**config.mk**
```make
export PLATFORM = sky130hd
export DESIGN_NAME = csspc_clock_source
export DESIGN_NICKNAME = d
export VERILOG_FILES = /design/src/csspc_pkg.sv /design/src/csspc_clock_source.sv
export SDC_FILE = /design/constraint.sdc
export NUM_CORES = 1
export LEC_CHECK = 0
export BUFFER_PORTS_ARGS = -buffer_cell sky130_fd_sc_hd__buf_2
export CAP_MARGIN = 20
export CORE_ASPECT_RATIO = 0.6
export CORE_UTILIZATION = 35
export DETAILED_ROUTE_END_ITERATION = 10
export SETUP_SLACK_MARGIN = 0.05
export SKIP_CTS_REPAIR_TIMING = 1
export SLEW_MARGIN = 10
export SYNTH_ARGS = -nofsm -noshare
export SYNTH_HDL_FRONTEND = slang
export SYNTH_SLANG_ARGS = --single-unit
```
**constraint.sdc**
```tcl
create_clock -name clk -period 2.71 [get_ports clk]
set_clock_uncertainty 0.2 [all_clocks]
set_input_delay 0.271 -clock clk [delete_from_list [all_inputs] [get_ports clk]]
set_output_delay 0.271 -clock clk [all_outputs]
set_load 0.02 [all_outputs]
```
**src/csspc_pkg.sv**
```systemverilog
// Package with register map, field layout and types of the clock source block.
package csspc_pkg;

  // Register indices; byte address is four times the index.
  localparam logic [7:0] CSSPC_IDX_CTRL   = 8'hF0;
  localparam logic [7:0] CSSPC_IDX_STATUS = 8'hF2;
  localparam logic [7:0] CSSPC_IDX_PLLCFG = 8'hF6;

  // Status register bit positions.
  localparam int CSSPC_ST_EXT_STOP = 7;
  localparam int CSSPC_ST_WDG      = 6;
  localparam int CSSPC_ST_SOFT     = 5;
  localparam int CSSPC_ST_HALT_EN  = 4;
  localparam int CSSPC_ST_SLOW_DIV = 3;
  localparam int CSSPC_ST_AUX      = 2;
  localparam int CSSPC_ST_LOCK     = 1;
  localparam int CSSPC_ST_PLL_SEL  = 0;

  // PLL configuration field positions.
  localparam int CSSPC_PC_MULT_LO = 4;
  localparam int CSSPC_PC_DIV_LO  = 0;

  // Control register bit positions.
  localparam int CSSPC_CT_SRES_EN = 3;
  localparam int CSSPC_CT_AUX_SEL = 2;
  localparam int CSSPC_CT_WFI_SEL = 1;
  localparam int CSSPC_CT_LP_WFI  = 0;

  // Reset values.
  localparam logic [7:0] CSSPC_STATUS_RST = 8'h08;
  localparam logic [7:0] CSSPC_PLLCFG_RST = 8'h07;
  localparam logic [3:0] CSSPC_CTRL_RST   = 4'h0;
  localparam logic [2:0] CSSPC_DIV_OFF    = 3'h7;

  // Multiplier codes: x14, x10, x8, x6.
  localparam logic [1:0] CSSPC_MUL_14 = 2'h2;
  localparam logic [1:0] CSSPC_MUL_10 = 2'h0;
  localparam logic [1:0] CSSPC_MUL_8  = 2'h3;
  localparam logic [1:0] CSSPC_MUL_6  = 2'h1;

  // Positions of the pins in the synchroniser vector.
  localparam int CSSPC_PIN_AUX  = 0;
  localparam int CSSPC_PIN_LOCK = 1;
  localparam int CSSPC_PIN_STOP = 2;

  // System clock source choice.
  typedef enum logic [1:0] {
    CSSPC_SEL_HALF  = 2'b00,
    CSSPC_SEL_DIV16 = 2'b01,
    CSSPC_SEL_PLL   = 2'b10,
    CSSPC_SEL_AUX   = 2'b11
  } csspc_clksel_t;

  // Classic Wishbone request from the master.
  typedef struct packed {
    logic        cyc;
    logic        stb;
    logic        we;
    logic [31:0] adr;
    logic [3:0]  sel;
    logic [31:0] dat;
  } csspc_wb_req_t;

  // Clock steering outputs towards oscillator, PLL and CPU.
  typedef struct packed {
    csspc_clksel_t sel;
    logic          pll_en;
    logic [1:0]    pll_mult;
    logic [2:0]    pll_div;
    logic          osc_en;
    logic          osc_hold_high;
    logic          osc_drive_oe_n;
    logic          cpu_clk_stop;
    logic          soft_reset_req;
    logic          clk_irq;
  } csspc_clk_out_t;

endpackage
```
**src/csspc_clock_source.sv**
```systemverilog
// Clock source selection, status flags and PLL ratio configuration.
//
// Notes on behaviour
// - Status resets by cause: watchdog, soft, power-on.
// - External stop flag sticky until software clears.
// - Bit 6 reads last reset from watchdog.
// - Bit 5 reads last reset from halt.
// - Pending halt request stops oscillator once aux selected.
// - Halt request reads zero until aux status set.
// - Writing zero cancels a pending halt request.
// - Slow divide bit picks div16 or fast path.
// - Interrupt pulse on every slow divide change.
// - Aux status only when aux present and selected.
// - Lock bit reports lock; unlocked PLL unselectable.
// - PLL select bit chooses PLL or half clock.
// - Hardware clears PLL select in five cases.
// - Aux overrides all; slow divide overrides PLL.
// - Two bit multiplier: x14, x10, x8, x6.
// - Divider code plus one; 111 means PLL off.
// - Stopped oscillator tristates the drive pin.
// - Halt stops oscillator, holds clock high, tristates.
// - Watchdog enabled keeps oscillator running on halt.
// - Low power wait picks div16 or aux clock.
// - Plain wait stops only CPU clock.
`timescale 1ns/1ps

module csspc_clock_source
  import csspc_pkg::*;
(
  input  wire logic           clk,            // 20 MHz register clock.
  input  wire logic           rst_n,          // Async reset, active low.
  input  wire logic           ce,             // Clock enable; low freezes.
  input  wire csspc_wb_req_t  wb_req,         // Wishbone request.
  output logic                wb_ack,         // Wishbone acknowledge.
  output logic [31:0]         wb_dat_o,       // Wishbone read data.
  input  wire logic           rst_cause_wdg,  // Last reset was watchdog.
  input  wire logic           rst_cause_soft, // Last reset was soft.
  input  wire logic           wdg_enabled,    // Watchdog function active.
  input  wire logic           halt_instr,     // Halt executed, pulse.
  input  wire logic           wfi_instr,      // Wait executed, pulse.
  input  wire logic           wfi_wake,       // Interrupt ends wait, pulse.
  input  wire logic           aux_clk_present,// Aux clock running, pin.
  input  wire logic           pll_lock_raw,   // PLL lock detect, async.
  input  wire logic           ext_stop_n,     // External stop pin, low.
  output csspc_clk_out_t      clk_ctl         // Clock steering outputs.
);

  // Whole state of the block in one packed record.
  typedef struct packed {
    logic           ack;       // Bus acknowledge.
    logic [7:0]     rdat;      // Registered read data.
    logic           boot;      // First cycle after reset release.
    logic           ext_stop;  // Sticky external stop flag.
    logic           wdg_flag;  // Watchdog reset cause.
    logic           soft_flag; // Soft reset cause.
    logic           halt_req;  // Oscillator stop request, pending.
    logic           slow_div;  // Fast path when set.
    logic           pll_sel;   // PLL drives the fast path.
    logic [1:0]     mult;      // Multiplier code.
    logic [2:0]     div;       // Divider code.
    logic [3:0]     ctrl;      // Control bits.
    logic           halted;    // Halt state until reset.
    logic           wfi_lp;    // Low power wait in progress.
    logic           wfi_cpu;   // CPU clock stopped by wait.
    logic [2:0]     s1;        // Synchroniser first stage.
    logic [2:0]     s2;        // Synchroniser second stage.
    logic [2:0]     s3;        // Synchroniser third stage.
    logic [2:0]     filt;      // Accepted pin levels.
    logic           stop_prev; // Previous stop pin level.
    csspc_clk_out_t out;       // Registered outputs.
  } csspc_state_t;

  csspc_state_t st_q;          // Current state.
  csspc_state_t st_d;          // Next state.

  logic       aux_sel;         // Aux requested, explicit or by wait.
  logic       aux_st;          // Aux truly selected.
  logic       osc_stop;        // Oscillator is off.
  logic       bus_req;         // New bus request this cycle.
  logic       wr_lane;         // Write to the low byte.
  logic       wr_stat;         // Write to status register.
  logic       wr_pll;          // Write to PLL configuration.
  logic       wr_ctrl;         // Write to control register.
  logic [7:0] stat_view;       // Status as software sees it.
  logic [7:0] wd;              // Low byte of write data.

  // True when the word address matches a register index.
  function automatic logic hit(input logic [31:0] a,
                               input logic [7:0]  idx);
    hit = (a[31:10] == 22'h000000) && (a[9:2] == idx);
  endfunction

  // Selection of the aux clock never happens without a clock on it.
  assign aux_sel = st_q.ctrl[CSSPC_CT_AUX_SEL] |
                   (st_q.wfi_lp & st_q.ctrl[CSSPC_CT_WFI_SEL]);
  assign aux_st  = aux_sel & st_q.filt[CSSPC_PIN_AUX];
  // A pending request only bites once the aux clock has taken over.
  assign osc_stop = st_q.halted | (st_q.halt_req & aux_st);

  // Bus decode; one new request per idle-to-busy transition.
  assign bus_req = wb_req.cyc & wb_req.stb & ~st_q.ack;
  assign wr_lane = ce & bus_req & wb_req.we & wb_req.sel[0];
  assign wr_stat = wr_lane & hit(wb_req.adr, CSSPC_IDX_STATUS);
  assign wr_pll  = wr_lane & hit(wb_req.adr, CSSPC_IDX_PLLCFG);
  assign wr_ctrl = wr_lane & hit(wb_req.adr, CSSPC_IDX_CTRL);
  assign wd      = wb_req.dat[7:0];

  // Status view; the halt bit stays hidden while still pending.
  assign stat_view = {st_q.ext_stop,
                      st_q.wdg_flag,
                      st_q.soft_flag,
                      st_q.halt_req & aux_st,
                      st_q.slow_div,
                      aux_st,
                      st_q.filt[CSSPC_PIN_LOCK],
                      st_q.pll_sel};

  // Next-state logic for the whole block.
  always_comb begin
    st_d = st_q;
    // Pin synchronisers; a change counts once stages two and three agree.
    st_d.s1 = {~ext_stop_n, pll_lock_raw, aux_clk_present};
    st_d.s2 = st_q.s1;
    st_d.s3 = st_q.s2;
    st_d.filt = ((st_q.s2 ~^ st_q.s3) & st_q.s3) |
                (~(st_q.s2 ~^ st_q.s3) & st_q.filt);
    st_d.stop_prev = st_q.filt[CSSPC_PIN_STOP];

    // Bus answer is one cycle after the request is seen.
    st_d.ack  = bus_req;
    st_d.rdat = 8'h00;
    if (bus_req && !wb_req.we) begin
      if (hit(wb_req.adr, CSSPC_IDX_STATUS)) begin
        st_d.rdat = stat_view;
      end else if (hit(wb_req.adr, CSSPC_IDX_PLLCFG)) begin
        st_d.rdat = {2'h0, st_q.mult, 1'b0, st_q.div};
      end else if (hit(wb_req.adr, CSSPC_IDX_CTRL)) begin
        st_d.rdat = {4'h0, st_q.ctrl};
      end
    end

    // Reset cause is caught on the first cycle after release.
    st_d.boot = 1'b0;
    if (st_q.boot) begin
      st_d.wdg_flag  = rst_cause_wdg;
      st_d.soft_flag = rst_cause_soft;
    end

    // Software writes.
    if (wr_ctrl) begin
      st_d.ctrl = wd[3:0];
    end
    if (wr_pll) begin
      st_d.mult = wd[CSSPC_PC_MULT_LO +: 2];
      st_d.div  = wd[CSSPC_PC_DIV_LO +: 3];
    end
    if (wr_stat) begin
      // Writing zero clears the flag; writing one leaves it alone.
      if (!wd[CSSPC_ST_EXT_STOP]) begin
        st_d.ext_stop = 1'b0;
      end
      // A read-modify-write that returns zero cancels the request.
      st_d.halt_req = wd[CSSPC_ST_HALT_EN];
      st_d.slow_div = wd[CSSPC_ST_SLOW_DIV];
      // The select is dropped again below while the PLL is not locked.
      st_d.pll_sel = wd[CSSPC_ST_PLL_SEL];
    end

    // External stop edge sets the flag; set wins over the clear.
    if (st_q.filt[CSSPC_PIN_STOP] && !st_q.stop_prev) begin
      st_d.ext_stop = 1'b1;
    end

    // Wait handling; plain wait only stops the CPU clock.
    if (wfi_instr) begin
      st_d.wfi_cpu = 1'b1;
      if (st_q.ctrl[CSSPC_CT_LP_WFI]) begin
        st_d.wfi_lp = 1'b1;
      end
    end else if (wfi_wake) begin
      st_d.wfi_cpu = 1'b0;
      st_d.wfi_lp  = 1'b0;
    end

    // Halt: watchdog keeps the oscillator alive, else reset or stop.
    if (halt_instr && !st_q.halted && !wdg_enabled) begin
      if (!st_q.ctrl[CSSPC_CT_SRES_EN]) begin
        st_d.halted = 1'b1;
      end
    end

    // Hardware clears of the PLL selection; unlocked PLL never drives.
    if ((wr_pll && wd[CSSPC_PC_DIV_LO +: 3] == CSSPC_DIV_OFF) ||
        osc_stop ||
        (wfi_instr && st_q.ctrl[CSSPC_CT_LP_WFI]) ||
        !st_d.slow_div ||
        !st_q.filt[CSSPC_PIN_LOCK]) begin
      st_d.pll_sel = 1'b0;
    end

    // Registered outputs, from the present state, the halt inputs and the next slow divide bit.
    if (aux_st) begin
      st_d.out.sel = CSSPC_SEL_AUX;
    end else if (st_q.wfi_lp || !st_q.slow_div) begin
      st_d.out.sel = CSSPC_SEL_DIV16;
    end else if (st_q.pll_sel) begin
      st_d.out.sel = CSSPC_SEL_PLL;
    end else begin
      st_d.out.sel = CSSPC_SEL_HALF;
    end
    // PLL runs only on the fast path with a real divider code.
    st_d.out.pll_en = st_q.slow_div && st_q.div != CSSPC_DIV_OFF &&
                      !st_q.wfi_lp && !osc_stop;
    st_d.out.pll_mult = st_q.mult;
    st_d.out.pll_div  = st_q.div;
    st_d.out.osc_en   = !osc_stop;
    st_d.out.osc_hold_high  = st_q.halted;
    st_d.out.osc_drive_oe_n = osc_stop;
    st_d.out.cpu_clk_stop   = st_q.wfi_cpu;
    st_d.out.soft_reset_req = halt_instr && !st_q.halted &&
                              !wdg_enabled &&
                              st_q.ctrl[CSSPC_CT_SRES_EN];
    // Either direction of the slow divide bit raises a request.
    st_d.out.clk_irq = st_d.slow_div != st_q.slow_div;
  end

  // State register; the clock enable freezes everything.
  always_ff @(posedge clk or negedge rst_n) begin
    if (!rst_n) begin
      st_q            <= '0;
      st_q.boot       <= 1'b1;
      st_q.slow_div   <= CSSPC_STATUS_RST[CSSPC_ST_SLOW_DIV];
      st_q.mult       <= CSSPC_PLLCFG_RST[CSSPC_PC_MULT_LO +: 2];
      st_q.div        <= CSSPC_PLLCFG_RST[CSSPC_PC_DIV_LO +: 3];
      st_q.ctrl       <= CSSPC_CTRL_RST;
      st_q.out.osc_en <= 1'b1;
    end else if (ce) begin
      st_q <= st_d;
    end
  end

  // Outputs come straight from the state flops.
  assign wb_ack   = st_q.ack;
  assign wb_dat_o = {24'h000000, st_q.rdat};
  assign clk_ctl  = st_q.out;
endmodule // csspc_clock_source

```
After elaboration in Yosys (flattened, before gate mapping)
Index checks and enable logic that the tools add are counted.

Flip-flop bits (word level): 55. Input port bits: 83. Output and inout bits: 47. Word-level logic and storage cells: 114.

Eq/ne operators: 8. Mux-type cells: 15. Bitwise operators: 21. Reductions and logical operators: 40.

Operator list (count): 8-bit equality test (second input constant) (3); 22-bit logical NOT (1); 8-bit two-way mux (2); 1-bit logical AND (13); 2-bit two-way mux (6); 2-bit AND reduction (6); 1-bit AND (11); 1-bit logical NOT (9); 3-bit AND reduction (3); 3-bit AND (2); 6-bit two-way mux (1); 2-bit nonzero test (3); 1-bit logical OR (5); 1-bit two-way mux (5); 4-bit two-way mux (1); 2-bit by 1-bit != test with 1-bit output (second input constant) (2); 3-bit equality test (second input constant) (1); 3-bit != test (second input constant) (1); 1-bit NOT (3); 3-bit NOT (1); 3-bit bitwise OR (1); 3-bit bitwise XNOR (1); 1-bit bitwise OR (2); 1-bit != test (1).

Depth between registers and ports, before layout
Gate-level depths: netlist of the first run.

Depth after elaboration: 13. Gate-level depth with buffers: 6. Mapped depth without buffers: 5.

Worst setup path before layout of the first run
OpenSTA, ideal clock, no wires.

Kind: input port to flip-flop. Start point: in wb_req[55] (netlist name). End point: reg st_q[30] (netlist name). Setup time: 125 ps. Arrival time: 1893 ps. Data required time: 2385 ps. Setup slack: 493 ps. Stages: 5. Buffers on the path: 0. Cells stage by stage: nor4_1 -> nand4_1 -> or4_4 -> nor4_4 -> mux2_2.

Cells in the longest elaborated chain, start to end: 4.

Ends and longest elaborated chain: from (decl) (line csspc_clock_source.sv:33) `input wire csspc_wb_req_t wb_req,`; 22-bit logical NOT (line csspc_clock_source.sv:90) `hit = (a[31:10] == 22'h000000) && (a[9:2] == idx);`; 1-bit logical AND (line csspc_clock_source.sv:90); 1-bit AND (line csspc_clock_source.sv:105) `assign wr_ctrl = wr_lane & hit(wb_req.adr, CSSPC_IDX_CTRL);`; 2-bit AND reduction (no source line); to (signal assigned) (line csspc_clock_source.sv:238) `st_q <= st_d;`; to (decl) (line csspc_clock_source.sv:73) `csspc_state_t st_q;`.

Every way passes these cells. A chain may end at the register's enable or synchronous reset.

Worst setup path after layout of the first run
Start point: reg st_q, in the netlist wb_ack. End point: reg st_q[32] (netlist name).

Cells in the longest elaborated chain, start to end: 7.

Ends and longest elaborated chain: 1-bit NOT (line csspc_clock_source.sv:101) `assign bus_req = wb_req.cyc & wb_req.stb & ~st_q.ack;`; 1-bit AND (line csspc_clock_source.sv:101); 1-bit AND (3 in a row) (line csspc_clock_source.sv:102) `assign wr_lane = ce & bus_req & wb_req.we & wb_req.sel[0];`; 1-bit AND (line csspc_clock_source.sv:105); 2-bit AND reduction (no source line).

Every way passes these cells.

==> results of run 1 <==
[worst max-delay path, stage by stage (launching register included)]
cell	delay, ns
sky130_fd_sc_hd__dfrtp_1	0.39
sky130_fd_sc_hd__inv_1	0.07
sky130_fd_sc_hd__nand4_1	0.20
sky130_fd_sc_hd__or4_4	0.61
sky130_fd_sc_hd__nor4_4	0.28
sky130_fd_sc_hd__mux2_2	0.38
[per-layer routing]
metal,global-route usage,vias to the layer above,part of all wire
met3,0.0420,10,0.058
met1,0.231,975,0.50
li1,-,960,-
met4,0.0655,0,0.018
met5,0,-,0
met2,0.206,60,0.43
[metrics by stage]
stage	total power, mW	hold slack, ns	cells	setup slack, ns
2_1_floorplan	1.06	-0.225	280	0.493
3_3_place_gp	1.11	0.240	411	0.216
3_5_place_dp	1.12	0.249	411	0.252
4_1_cts	1.80	-0.0709	419	0.462
5_1_grt	1.86	0.00299	422	0.396
6_report	1.77	0.00375	422	0.455
[final cells by class]
cell class	count	area [um2]	area share
multi-input combinational	160	1040	0.324
timing repair buffer	84	450	0.141
tap	104	130	0.0407
inverter	11	41.3	0.0129
clock buffer	8	156	0.0489
sequential	55	1380	0.433
[power breakdown]
part           total, mW  switching, mW  internal [mW]
clock network      0.668          0.274          0.394
registers          0.904         0.0350          0.869
logic              0.199          0.123         0.0766
total               1.77          0.432           1.34
[flip-flops by register name, indices dropped and copies added (netlist names), named ones only]
| name | flops |
|---|---|
| clk_ctl | 14 |
| st_d | 13 |
| st_q | 16 |
| wb_ack | 1 |
| wb_dat_o | 8 |
[how the worst min path moves through the flow]
stage	from	end	slack, ns	cells past startpoint
CTS	rst_n	wb_dat_o[7]$_DFFE_PN0P_	-0.07	2
detailed placement	rst_n	wb_dat_o[7]$_DFFE_PN0P_	0.25	2
global route	aux_clk_present	st_d[21]$_DFFE_PN0P_	0.003	2
global placement	rst_n	wb_dat_o[7]$_DFFE_PN0P_	0.24	2
floorplan	rst_n	asynchronous set/reset pin	-0.22	0
finish	rst_cause_wdg	st_q[43]$_DFFE_PN0P_	0.004	2
[kinds of logic after synthesis]
family,count (synthesis)
compound gates,50
xor+xnor,1
buf+inv,65
flops,55
mux,27
other cells,1
simple gates,58
[placed cells by master, fill, tap and decap left out, types with 5 or more instances in the layout]
cell,netlist,layout
sky130_fd_sc_hd__nand3_1,5,5
sky130_fd_sc_hd__a21oi_1,9,9
sky130_fd_sc_hd__buf_2,1,75
sky130_fd_sc_hd__buf_4,46,6
sky130_fd_sc_hd__dfstp_2,6,6
sky130_fd_sc_hd__inv_1,11,11
sky130_fd_sc_hd__nand2_1,17,17
sky130_fd_sc_hd__conb_1,1,24
sky130_fd_sc_hd__clkbuf_16,0,5
sky130_fd_sc_hd__nor4_1,7,7
sky130_fd_sc_hd__mux2_2,26,26
sky130_fd_sc_hd__dfrtp_1,49,49
sky130_fd_sc_hd__o2bb2ai_1,8,8
sky130_fd_sc_hd__nor2_1,8,8
sky130_fd_sc_hd__o21ai_0,20,20
sky130_fd_sc_hd__nand4_1,7,7
==> flow_results.org, run 1 <==
** Clock network
- TritonCTS clock tree :: built
- Clock tree synthesis inserted a total of 5 buffers.
- Clk buf depth :: 2
- Root buffer cell :: sky130_fd_sc_hd__clkbuf_16
- Clock-pin slew was measured on the worst setup and hold paths at 0.07 ns.
- For the worst-skew pair, the clock arrives at the later sink with an insertion delay of about 0.30 ns.
- Number of sinks driven by the clock tree :: 55
- The H-tree was split into 2 levels.

** Cells and area
- P&R area growth vs syn :: 16.2%
- ANT cells :: 0
- Share of cells above drive strength 1 :: 0.393
- Final non-filler cell area :: about 0.0032 mm2
- Number of nets in the layout :: 400
- Post-layout utilization of the core :: 0.429
- Fill cells in the final layout number 755.

** STA
- Setup repair after global routing left no endpoint under its margin.
- Headroom to the max-slew limit came out at 0.540.
- For the pin with the worst max-slew slack, the measured transition is between 0.6 and 0.7 ns.
- Count of final max-slew check failures :: 0
- Total setup violations reported at the end of the flow :: 0
- The final count of hold timing violations came to 0.
- Minimum period implied by the final worst setup slack :: between 2 and 2.5 ns
- Timing-limited maximum frequency :: around 440 MHz
- Final Cycle Share :: 0.832
- In the final timing run, aggregate negative setup slack is 0 ns.

** Yosys
- Dominant cell by count in the synthesized netlist :: sky130_fd_sc_hd__dfrtp_1
- Async set-reset flop share out of synthesis :: 1.00
- Number of different library cells in the post-synthesis netlist :: 35
- Most frequent cells after synthesis :: sky130_fd_sc_hd__dfrtp_1, sky130_fd_sc_hd__buf_4, sky130_fd_sc_hd__mux2_2, sky130_fd_sc_hd__o21ai_0, sky130_fd_sc_hd__nand2_1
- For this run, the register share of the synthesized area comes to 0.503.
- Syn. warnings :: 0
- The largest total area in the synthesized netlist belongs to sky130_fd_sc_hd__dfrtp_1.
- Gate count of the mapped netlist :: between 200 and 300
- Counting flops and latches in the post-synthesis netlist gives 55.
- Of the post-synthesis cell area, the dominant cell type holds 0.446.
- For this run, the leading register cell type out of synthesis is sky130_fd_sc_hd__dfrtp_1.
- Fraction of the mapped netlist area in simple logic gates :: 0.116
- A synthesized cell averages ~11 um2.
- Multiplexer area fraction after synthesis :: 0.110
- Main combinational cell family by area after synthesis :: buffers and inverters
- Synthesized area :: ~0.0028 mm2
- Area fraction in compound gates after synthesis :: 0.115
- Of the total synthesized cell area, the portion taken by XOR and XNOR cells is 0.00318.
- Synthesized-area fraction occupied by adder cells :: 0
- Synth area leaders :: sky130_fd_sc_hd__dfrtp_1, sky130_fd_sc_hd__buf_4, sky130_fd_sc_hd__mux2_2, sky130_fd_sc_hd__dfstp_2, sky130_fd_sc_hd__o21ai_0
- In this run, synthesis inferred 0 flip-flops with an integrated enable.

** Critical path
- The critical path ends at st_q[32]$_DFFE_PN0P_.
- FF-to-FF Start :: wb_ack$_DFFE_PN0P_
- Data on the critical path is required at its endpoint by approximately 2.7 ns.
- In this run the register-to-register setup slack is roughly 0.46 ns.
- Capture point of the worst reg-to-reg path :: st_q[32]$_DFFE_PN0P_
- Startpoint kind of the worst setup timing path :: flip-flop
- STA classifies the critical path endpoint as a flip-flop.
- For the worst flop-to-flop path, the logic depth is 5.
- Critical path class :: flip-flop to flip-flop
- In this run the worst setup path begins at wb_ack$_DFFE_PN0P_.
- Of all nets on the critical path, the largest fanout is 5.
- STA puts the critical path data arrival time at approximately 2.2 ns.

** Global routing
- GRT Total Usage :: 0.154
- Via count of the first global-routing pass :: ~1.8k
- Entering global routing, the biggest net connects 56 pins.
- The number of antenna violations at the first check in global routing was 0.
- The first global-routing pass estimated 9430 um of wire.
- For this run the aggregate overflow at the end of global routing stands at 0.

** Detailed routing
- Initial DRC count :: between 70 and 80
- Summed over all layers, the routed wires come to between 5000 and 6000 um.
- Vias/cell :: approximately 4.8
- # DRC :: 0
- Post-detailed-route count of antenna-violating nets :: 0
- Dividing the detail-routed wire length by the instance count gives about 14 um.
- Vias after detailed routing :: ~2k
- The first detailed-routing pass took 4 iterations.

** Die
- Number of placed I/O pins :: 130
- After floorplanning, the core was sized to cover approximately 0.0074 mm2.
- In this run the core area contains 24 standard-cell rows.
- Measured along the x axis, the die boundary spans around 120 um.
- Initial cell density of the core :: 0.369
- The die is just over 70 um tall.
- Die footprint :: ~0.0082 mm2

** Min path
- In this run the worst hold path is classified as input port to flip-flop.

** Placed design
- GP Congestion :: a little under 0.8
- DPL Wire Length :: roughly 4400 um
- The placed instances occupy a cell area of approximately 0.0030 mm2.
- Port Buffers :: 75

** Power
- Dividing total power by cell area gives a power density of between 500 and 600 mW/mm2.
- The worst-case IR drop observed on VDD is 0.195 mV.
- The analysis attributes to cell leakage a power of ~1.5 nW.

** Run
- Max capacitance violation total :: 0

** Status
- Outcome :: finished clean
Power figures use the tool's default switching activity.
==> run 2, diff against run 1 <==
--- a/config.mk
+++ b/config.mk
@@ -10,6 +10,7 @@
 export CORE_ASPECT_RATIO = 0.6
 export CORE_UTILIZATION = 35
 export DETAILED_ROUTE_END_ITERATION = 10
+export PLACE_DENSITY = 0.66
 export SETUP_SLACK_MARGIN = 0.05
 export SKIP_CTS_REPAIR_TIMING = 1
 export SLEW_MARGIN = 10
==> constraint.sdc (replaced) <==
create_clock -name clk -period 2 [get_ports clk]
set_clock_uncertainty 0.2 [all_clocks]
set_input_delay 0.2 -clock clk [delete_from_list [all_inputs] [get_ports clk]]
set_output_delay 0.2 -clock clk [all_outputs]
set_load 0.02 [all_outputs]
==> run 2 against run 1 <==
Against the previous run: the run now ends with setup timing left; cell count grew 6.4%; worst hold slack lost 0.00065 ns; critical path depth grew 1.
==> flow_results.org, run 2 (synthesis results as in run 1) <==
** Critical path
- STA classifies the critical path startpoint as a flip-flop.
- Cell family with most CP delay :: simple AND/OR/NAND/NOR gates
- STA classifies the critical path endpoint as a flip-flop.
- The largest individual stage delay along the critical path comes from the cell sky130_fd_sc_hd__or4_4.
- Worst path bufs/invs :: 2 (+1)
- Timing endpoint of the critical path :: st_q[31]$_DFFE_PN0P_
- The depth of the most critical reg-to-reg path came to 6 (+1).
- Capture point of the worst reg-to-reg path :: st_q[31]$_DFFE_PN0P_
- The data required time at the worst endpoint was 1.98 ns (-0.71 ns).
- The startpoint identified for the worst register-to-register timing path is wb_ack$_DFFE_PN0P_.
- In this run the worst setup path begins at wb_ack$_DFFE_PN0P_.
- The maximum fanout along the worst path was 4 (-1).
- Max incr delay on CP :: 0.54 ns (-0.07 ns)
- Worst path cell trace :: inv_2, nand4_1, or4_4, nor4_4, buf_4, mux2_4
- Critical path class :: flip-flop to flip-flop
- The critical path data arrival time came to 2.20 ns (-0.03 ns).
- Reg-to-reg setup timing slack :: -0.22 ns (-0.67 ns)
- The count of cell instances traversed by the critical path came to 6 (+1).

** Min path
- The worst hold path depth came to 2 (unchanged).
- The tightest min-delay check is of the input port to flip-flop type.

** Cells and area
- P&R area growth vs syn :: 27.1%
- The share of post-route cells with drive strength above 1 was 0.429 (+0.0359).
- Leaving out fill and tap cells, the most frequent cell in the layout is sky130_fd_sc_hd__buf_2.
- Reg with most FFs :: st_q
- Top library cells by usage in the layout, fill and taps aside :: sky130_fd_sc_hd__buf_2, sky130_fd_sc_hd__dfrtp_1, sky130_fd_sc_hd__conb_1
- Number of nets in the layout :: 427 (+6.8%)
- The number of flip-flops under the largest register name was 16 (unchanged).
- Post-layout utilization of the core :: 0.470 (+0.0403)
- The antenna diode count came to 0 (unchanged).

** STA
- Setup repair after global routing could not meet its margin everywhere.
- The worst hold slack is 0.00310 ns (-0.000650 ns).
- Final Cycle Share :: 1.11 (+0.276)
- The post-layout minimum cycle time came to 2.22 ns (-0.0383 ns).
- The total negative slack came to -1.27 ns (-1.27 ns).
- The count of final max-slew check failures was 0 (unchanged).
- Total setup violations reported at the end of the flow :: 10 (+10)
- The highest achievable clock rate came to 451 MHz (+1.7%).
- Number of endpoints with negative hold slack in the final report :: 0 (unchanged)
- The final worst-path setup slack came to -0.216 ns (-0.672 ns).

** Detailed routing
- Total wire length after detailed routing :: 6290 um (+7.4%)
- The remaining routing DRC violations was 0 (unchanged).
- The average detailed-routed wire length per instance came to 14.0 um (+0.93%).
- Post-detailed-route count of antenna-violating nets :: 0 (unchanged)
- The average vias per placed instance is 4.67 (-1.8%).
- Initial DRC count :: 70 (-1.4%)
- Vias after detailed routing :: 2,095 (+4.5%)
- First-pass detailed-route iteration total :: 4 (unchanged)

** Die
- The die boundary height was 70.7 um (unchanged).
- The width of the die was 116 um (unchanged).
- The total core area was 0.00745 mm2 (unchanged).
- The initial core utilization came to 0.369 (unchanged).
- Number of placed I/O pins :: 130 (unchanged)
- The die area was 0.00823 mm2 (unchanged).
- The number of placement rows came to 24 (unchanged).

** Clock network
- TritonCTS built the clock tree.
- Number of sinks driven by the clock tree :: 55 (unchanged)
- Number of buffers added by the clock tree synthesis step :: 5 (unchanged)
- Root buffer cell :: sky130_fd_sc_hd__clkbuf_16
- The maximum clock insertion buffer count is 2 (unchanged).
- Number of levels the H-tree was split into :: 2 (unchanged)
- The clock latency on the worst-skew pair came to 0.30 ns (about the same).
- Register clock-pin slew on the reported worst setup and hold paths :: 0.07 ns (about the same)

** Global routing
- First-pass GRT wire length :: 9810 um (+4.0%)
- Via count of the first global-routing pass :: 1,997 (+10%)
- The global route total overflow was 0 (unchanged).
- GRT Total Usage :: 0.160 (+0.00519)
- Initial antenna violation count :: 0 (unchanged)
- The maximum number of pins on one net before global-route repair was 43 (-23%).

** Run
- Max capacitance violation total :: 0 (unchanged)

** Status
- The final reports fail on setup timing.
- Outcome :: finished with violations

** Placed design
- GP Congestion :: 0.855 (+7.7%)
- The half-perimeter wire length of the detailed placement result was 4790 um (+8.0%).
- Port Buffers :: 75 (unchanged)

** Power
- Worst-case vdd ir drop :: 0.318 mV (+63%)
- Cell leakage power :: 1.67 nW (+9.8%)
- The power per standard cell area is 726 mW/mm2 (+31%).
[run 2: how the worst min path moves through the flow]
stage	start	endpoint	slack, ns
2_1_floorplan	rst_n	asynchronous set/reset pin	-0.30
5_1_grt	wb_req[0]	st_q[30]$_DFFE_PN0P_	0.005
4_1_cts	rst_n	st_d[2]$_DFFE_PN0P_	-0.35
3_3_place_gp	rst_n	wb_dat_o[7]$_DFFE_PN0P_	-0.03
3_5_place_dp	rst_n	wb_dat_o[7]$_DFFE_PN0P_	-0.03
6_report	wb_req[0]	st_q[30]$_DFFE_PN0P_	0.003
[run 2: layer usage]
metal | up-vias | global-route usage | routed length (um)
li1 | 1009 | - | -
met3 | 10 | 0.0506 | 379
met5 | - | 0 | 0
met1 | 1009 | 0.218 | 3030
met4 | 0 | 0.0541 | 85
met2 | 67 | 0.240 | 2790
[run 2: power by group]
group	internal, mW	switching, mW
Clock	0.623	0.389
Sequential	1.18	0.0441
Combinational	0.129	0.176
Total	1.93	0.609
[run 2: cell type report]
class | instances | area, um2
fillers | 739 | 3950
flip-flops and latches | 55 | 1390
multi-input cells | 160 | 1070
repair buffers | 111 | 698
clock buffers | 6 | 139
well taps | 104 | 130
inverters | 11 | 41.3
clock inverters | 2 | 35.0
[run 2: worst register-to-register path: stages, from the launching register on]
cell                      delay, ns
sky130_fd_sc_hd__dfrtp_2       0.41
sky130_fd_sc_hd__inv_2         0.05
sky130_fd_sc_hd__nand4_1       0.15
sky130_fd_sc_hd__or4_4         0.54
sky130_fd_sc_hd__nor4_4        0.27
sky130_fd_sc_hd__buf_4         0.19
sky130_fd_sc_hd__mux2_4        0.30
[run 2: per-stage QoR]
| stage | std cells | total power [mW] | area (um2) | worst slack (ns) |
|---|---|---|---|---|
| floorplan | 280 | 1.43 | 2840 | -0.150 |
| global placement | 424 | 1.51 | 3120 | -0.239 |
| detailed placement | 424 | 1.53 | 3120 | -0.347 |
| CTS | 432 | 2.54 | 3300 | -0.168 |
| global route | 449 | 2.65 | 3500 | -0.283 |
| finish | 449 | 2.54 | 3500 | -0.216 |
==> run 3, diff against run 2 <==
--- a/config.mk
+++ b/config.mk
@@ -10,7 +10,7 @@
 export CORE_ASPECT_RATIO = 0.6
 export CORE_UTILIZATION = 35
 export DETAILED_ROUTE_END_ITERATION = 10
-export PLACE_DENSITY = 0.66
+export PLACE_DENSITY = 0.68
 export SETUP_SLACK_MARGIN = 0.05
 export SKIP_CTS_REPAIR_TIMING = 1
 export SLEW_MARGIN = 10
==> run 3 against run 2 <==
Against the previous run: the run still ends with setup timing left; global-route usage grew 0.094 points; via count grew 0.57%; flip-flop and latch count is the same; critical path depth is the same; clock power is essentially flat; utilization grew 0.10 points; sequential share of layout area shrank 0.085 points; wire length grew 2.0%; critical endpoint unchanged.
==> flow_results.org, run 3 (synthesis results as in run 1) <==
** Cells and area
- Share of cells above drive strength 1 :: 0.426 (-0.00333)
- Flip-flop count of the largest register after layout :: 16 (unchanged)
- Number of fill cells :: 735 (-0.54%)
- The area growth from synthesis to layout is 27.4%.
- Number of nets in the layout :: 425 (-0.47%)
- Leading cell type in the layout, fill and taps excluded :: sky130_fd_sc_hd__buf_2
- Reg with most FFs :: st_q
- Count of placed standard cells in the final layout, fillers left out :: 447 (-0.45%)
- The antenna diode count came to 0 (unchanged).
- In the layout the commonest cells are sky130_fd_sc_hd__buf_2, sky130_fd_sc_hd__dfrtp_1, sky130_fd_sc_hd__conb_1.
- Final non-filler cell area :: 0.00351 mm2 (+0.21%)

** STA
- Timing-limited maximum frequency :: 467 MHz (+3.5%)
- Minimum period implied by the final worst setup slack :: 2.14 ns (-0.0756 ns)
- Post-layout worst setup margin :: -0.141 ns (+0.0756 ns)
- The number of failing setup endpoints in the final timing report was 9 (-1).
- Count of final max-slew check failures :: 0 (unchanged)
- The final count of hold timing violations is 0 (unchanged).
- The part of the cycle the worst path needs is 1.07 (-0.0378).
- Setup repair after global routing could not meet its margin everywhere.
- Hold slack :: 0.00579 ns (+0.00269 ns)

** Global routing
- The maximum number of pins on one net before global-route repair was 56 (+30%).
- The global-route wire length before repair is 9870 um (+0.57%).
- Initial antenna violation count :: 0 (unchanged)
- GRT Total Usage :: 0.161 (+0.000943)
- The via count of the first global-routing pass was 1,959 (-1.9%).
- The global route total overflow is 0 (unchanged).

** Placed design
- Cell area reported after detailed placement :: 0.00313 mm2 (+0.24%)
- Port Buffers :: 75 (unchanged)
- The number of instances in the placed design is 425 (+0.24%).
- GP Congestion :: 0.812 (-5.1%)
- The half-perimeter wire length of the detailed placement result is 4700 um (-1.8%).

** Power
- The leakage power of the design was 1.69 nW (+1.3%).
- Portion of total power attributed to the clock network :: 0.401 (+0.002)
- Power per standard cell area :: 725 mW/mm2 (about the same)
- Switching power share of the total :: 0.241 (+0.00140)
- The switching component of the power is 0.614 mW (+0.72%).
- The power share of the sequential group is 0.480 (about the same).
- Worst-case vdd ir drop :: 0.392 mV (+23%)
- The internal power contribution came to 1.93 mW (about the same).
- Overall power of the completed layout :: 2.54 mW (+0.13%)
- Combinational share of power :: 0.119 (about the same)

** Critical path
- Critical path's slowest cell :: sky130_fd_sc_hd__or4_4
- The maximum fanout along the worst path is 4 (unchanged).
- STA classifies the critical path endpoint as a flip-flop.
- Worst path cell trace :: inv_2, nand4_1, or4_4, nor4_4, buf_4, mux2_4
- The number of buffer and inverter instances along the worst setup path is 2 (unchanged).
- The data required time at the worst endpoint is 1.98 ns (about the same).
- Signal arrival time at the worst endpoint :: 2.12 ns (-0.08 ns)
- Max incr delay on CP :: 0.53 ns (about the same)
- Startpoint kind of the worst setup timing path :: flip-flop
- The register-to-register setup slack was -0.14 ns (+0.08 ns).
- Cell family with most CP delay :: simple AND/OR/NAND/NOR gates
- Critical path class :: flip-flop to flip-flop

** Clock network
- Root buffer cell :: sky130_fd_sc_hd__clkbuf_16
- The number of levels the H-tree was split into came to 2 (unchanged).
- Number of buffers added by the clock tree synthesis step :: 5 (unchanged)
- TritonCTS built the clock tree.
- Clk buf depth :: 2 (unchanged)
- The clock latency on the worst-skew pair is 0.30 ns (about the same).
- Register clock-pin slew on the reported worst setup and hold paths :: 0.07 ns (about the same)
- The number of clock sinks was 55 (unchanged).

** Detailed routing
- # DRC :: 0 (unchanged)
- Total wire length after detailed routing :: 6420 um (+2.0%)
- The first-pass iteration count of the detailed router came to 4 (unchanged).
- The average detailed-routed wire length per instance was 14.4 um (+2.5%).
- Post-detailed-route count of antenna-violating nets :: 0 (unchanged)
- Initial DRC count :: 85 (+21%)
- The vias after detailed routing is 2,107 (+0.57%).
- Vias/cell :: 4.71 (+1.0%)

** Status
- The run finished, with violations left.
- The checks that failed: setup timing.

** Die
- The total core area is 0.00745 mm2 (unchanged).
- The top-level port count was 130 (unchanged).
- The initial core utilization came to 0.369 (unchanged).
- Die Ht :: 70.7 um (unchanged)
- Die width :: 116 um (unchanged)
- Die footprint :: 0.00823 mm2 (unchanged)
- The number of placement rows came to 24 (unchanged).

** Run
- Max capacitance violation total :: 0 (unchanged)

** Min path
- The tightest min-delay check is of the input port to flip-flop type.
-- run 3: worst paths after layout --
path / depth (start not counted) / start / endpoint
min: 3 / wb_req[3] / st_q[39]$_DFFE_PN0P_
min in group asynchronous: 3 / rst_n / wb_dat_o[7]$_DFFE_PN0P_
max reg2reg: 6 / wb_ack$_DFFE_PN0P_ / st_q[31]$_DFFE_PN0P_
min reg2reg: 1 / st_q[14]$_DFFE_PN0P_ / st_q[44]$_DFFE_PN0P_
max: 6 / wb_ack$_DFFE_PN0P_ / st_q[31]$_DFFE_PN0P_
max in group asynchronous: 3 / rst_n / st_d[7]$_DFFE_PN1P_
-- run 3: power groups by stage --
| stage | clock network (mW) | registers [mW] | logic, mW |
|---|---|---|---|
| 6_report | 1.02 | 1.22 | 0.303 |
| 3_5_place_dp | 0 | 1.24 | 0.280 |
| 3_3_place_gp | 0 | 1.24 | 0.272 |
| 4_1_cts | 1.05 | 1.22 | 0.280 |
| 2_1_floorplan | 0 | 1.23 | 0.199 |
| 5_1_grt | 1.09 | 1.23 | 0.343 |
-- run 3: layout make-up --
type                    instances  area, um2  area share
flip-flops and latches         55       1390       0.395
multi-input cells             160       1100       0.313
repair buffers                109        677       0.193
clock buffers                   6        139      0.0396
well taps                     104        130      0.0371
inverters                      11       41.3      0.0118
clock inverters                 2       35.0     0.00999
-- run 3: tightest hold or removal path: stages --
cell,delay (ns)
sky130_fd_sc_hd__buf_2,0.13
sky130_fd_sc_hd__nand4_1,0.07
sky130_fd_sc_hd__o21ai_1,0.06
-- run 3: through the flow --
stage,util,setup TNS (ns),setup slack [ns]
after detailed placement,0.420,-2.01,-0.306
final,0.471,-0.902,-0.141
after CTS,0.444,-0.979,-0.153
after global placement,0.420,-1.45,-0.229
after floorplan,-,-1.22,-0.150
after global routing,0.471,-1.50,-0.215
-- run 3: metal layers --
layer / share of wire / vias up / routed length, um / global-route usage
met1: 0.50 / 1037 / 3190 / 0.231
met3: 0.059 / 8 / 380 / 0.0428
met5: 0 / - / 0 / 0
li1: - / 1004 / - / -
met4: 0.011 / 0 / 71 / 0.0513
met2: 0.43 / 58 / 2780 / 0.234
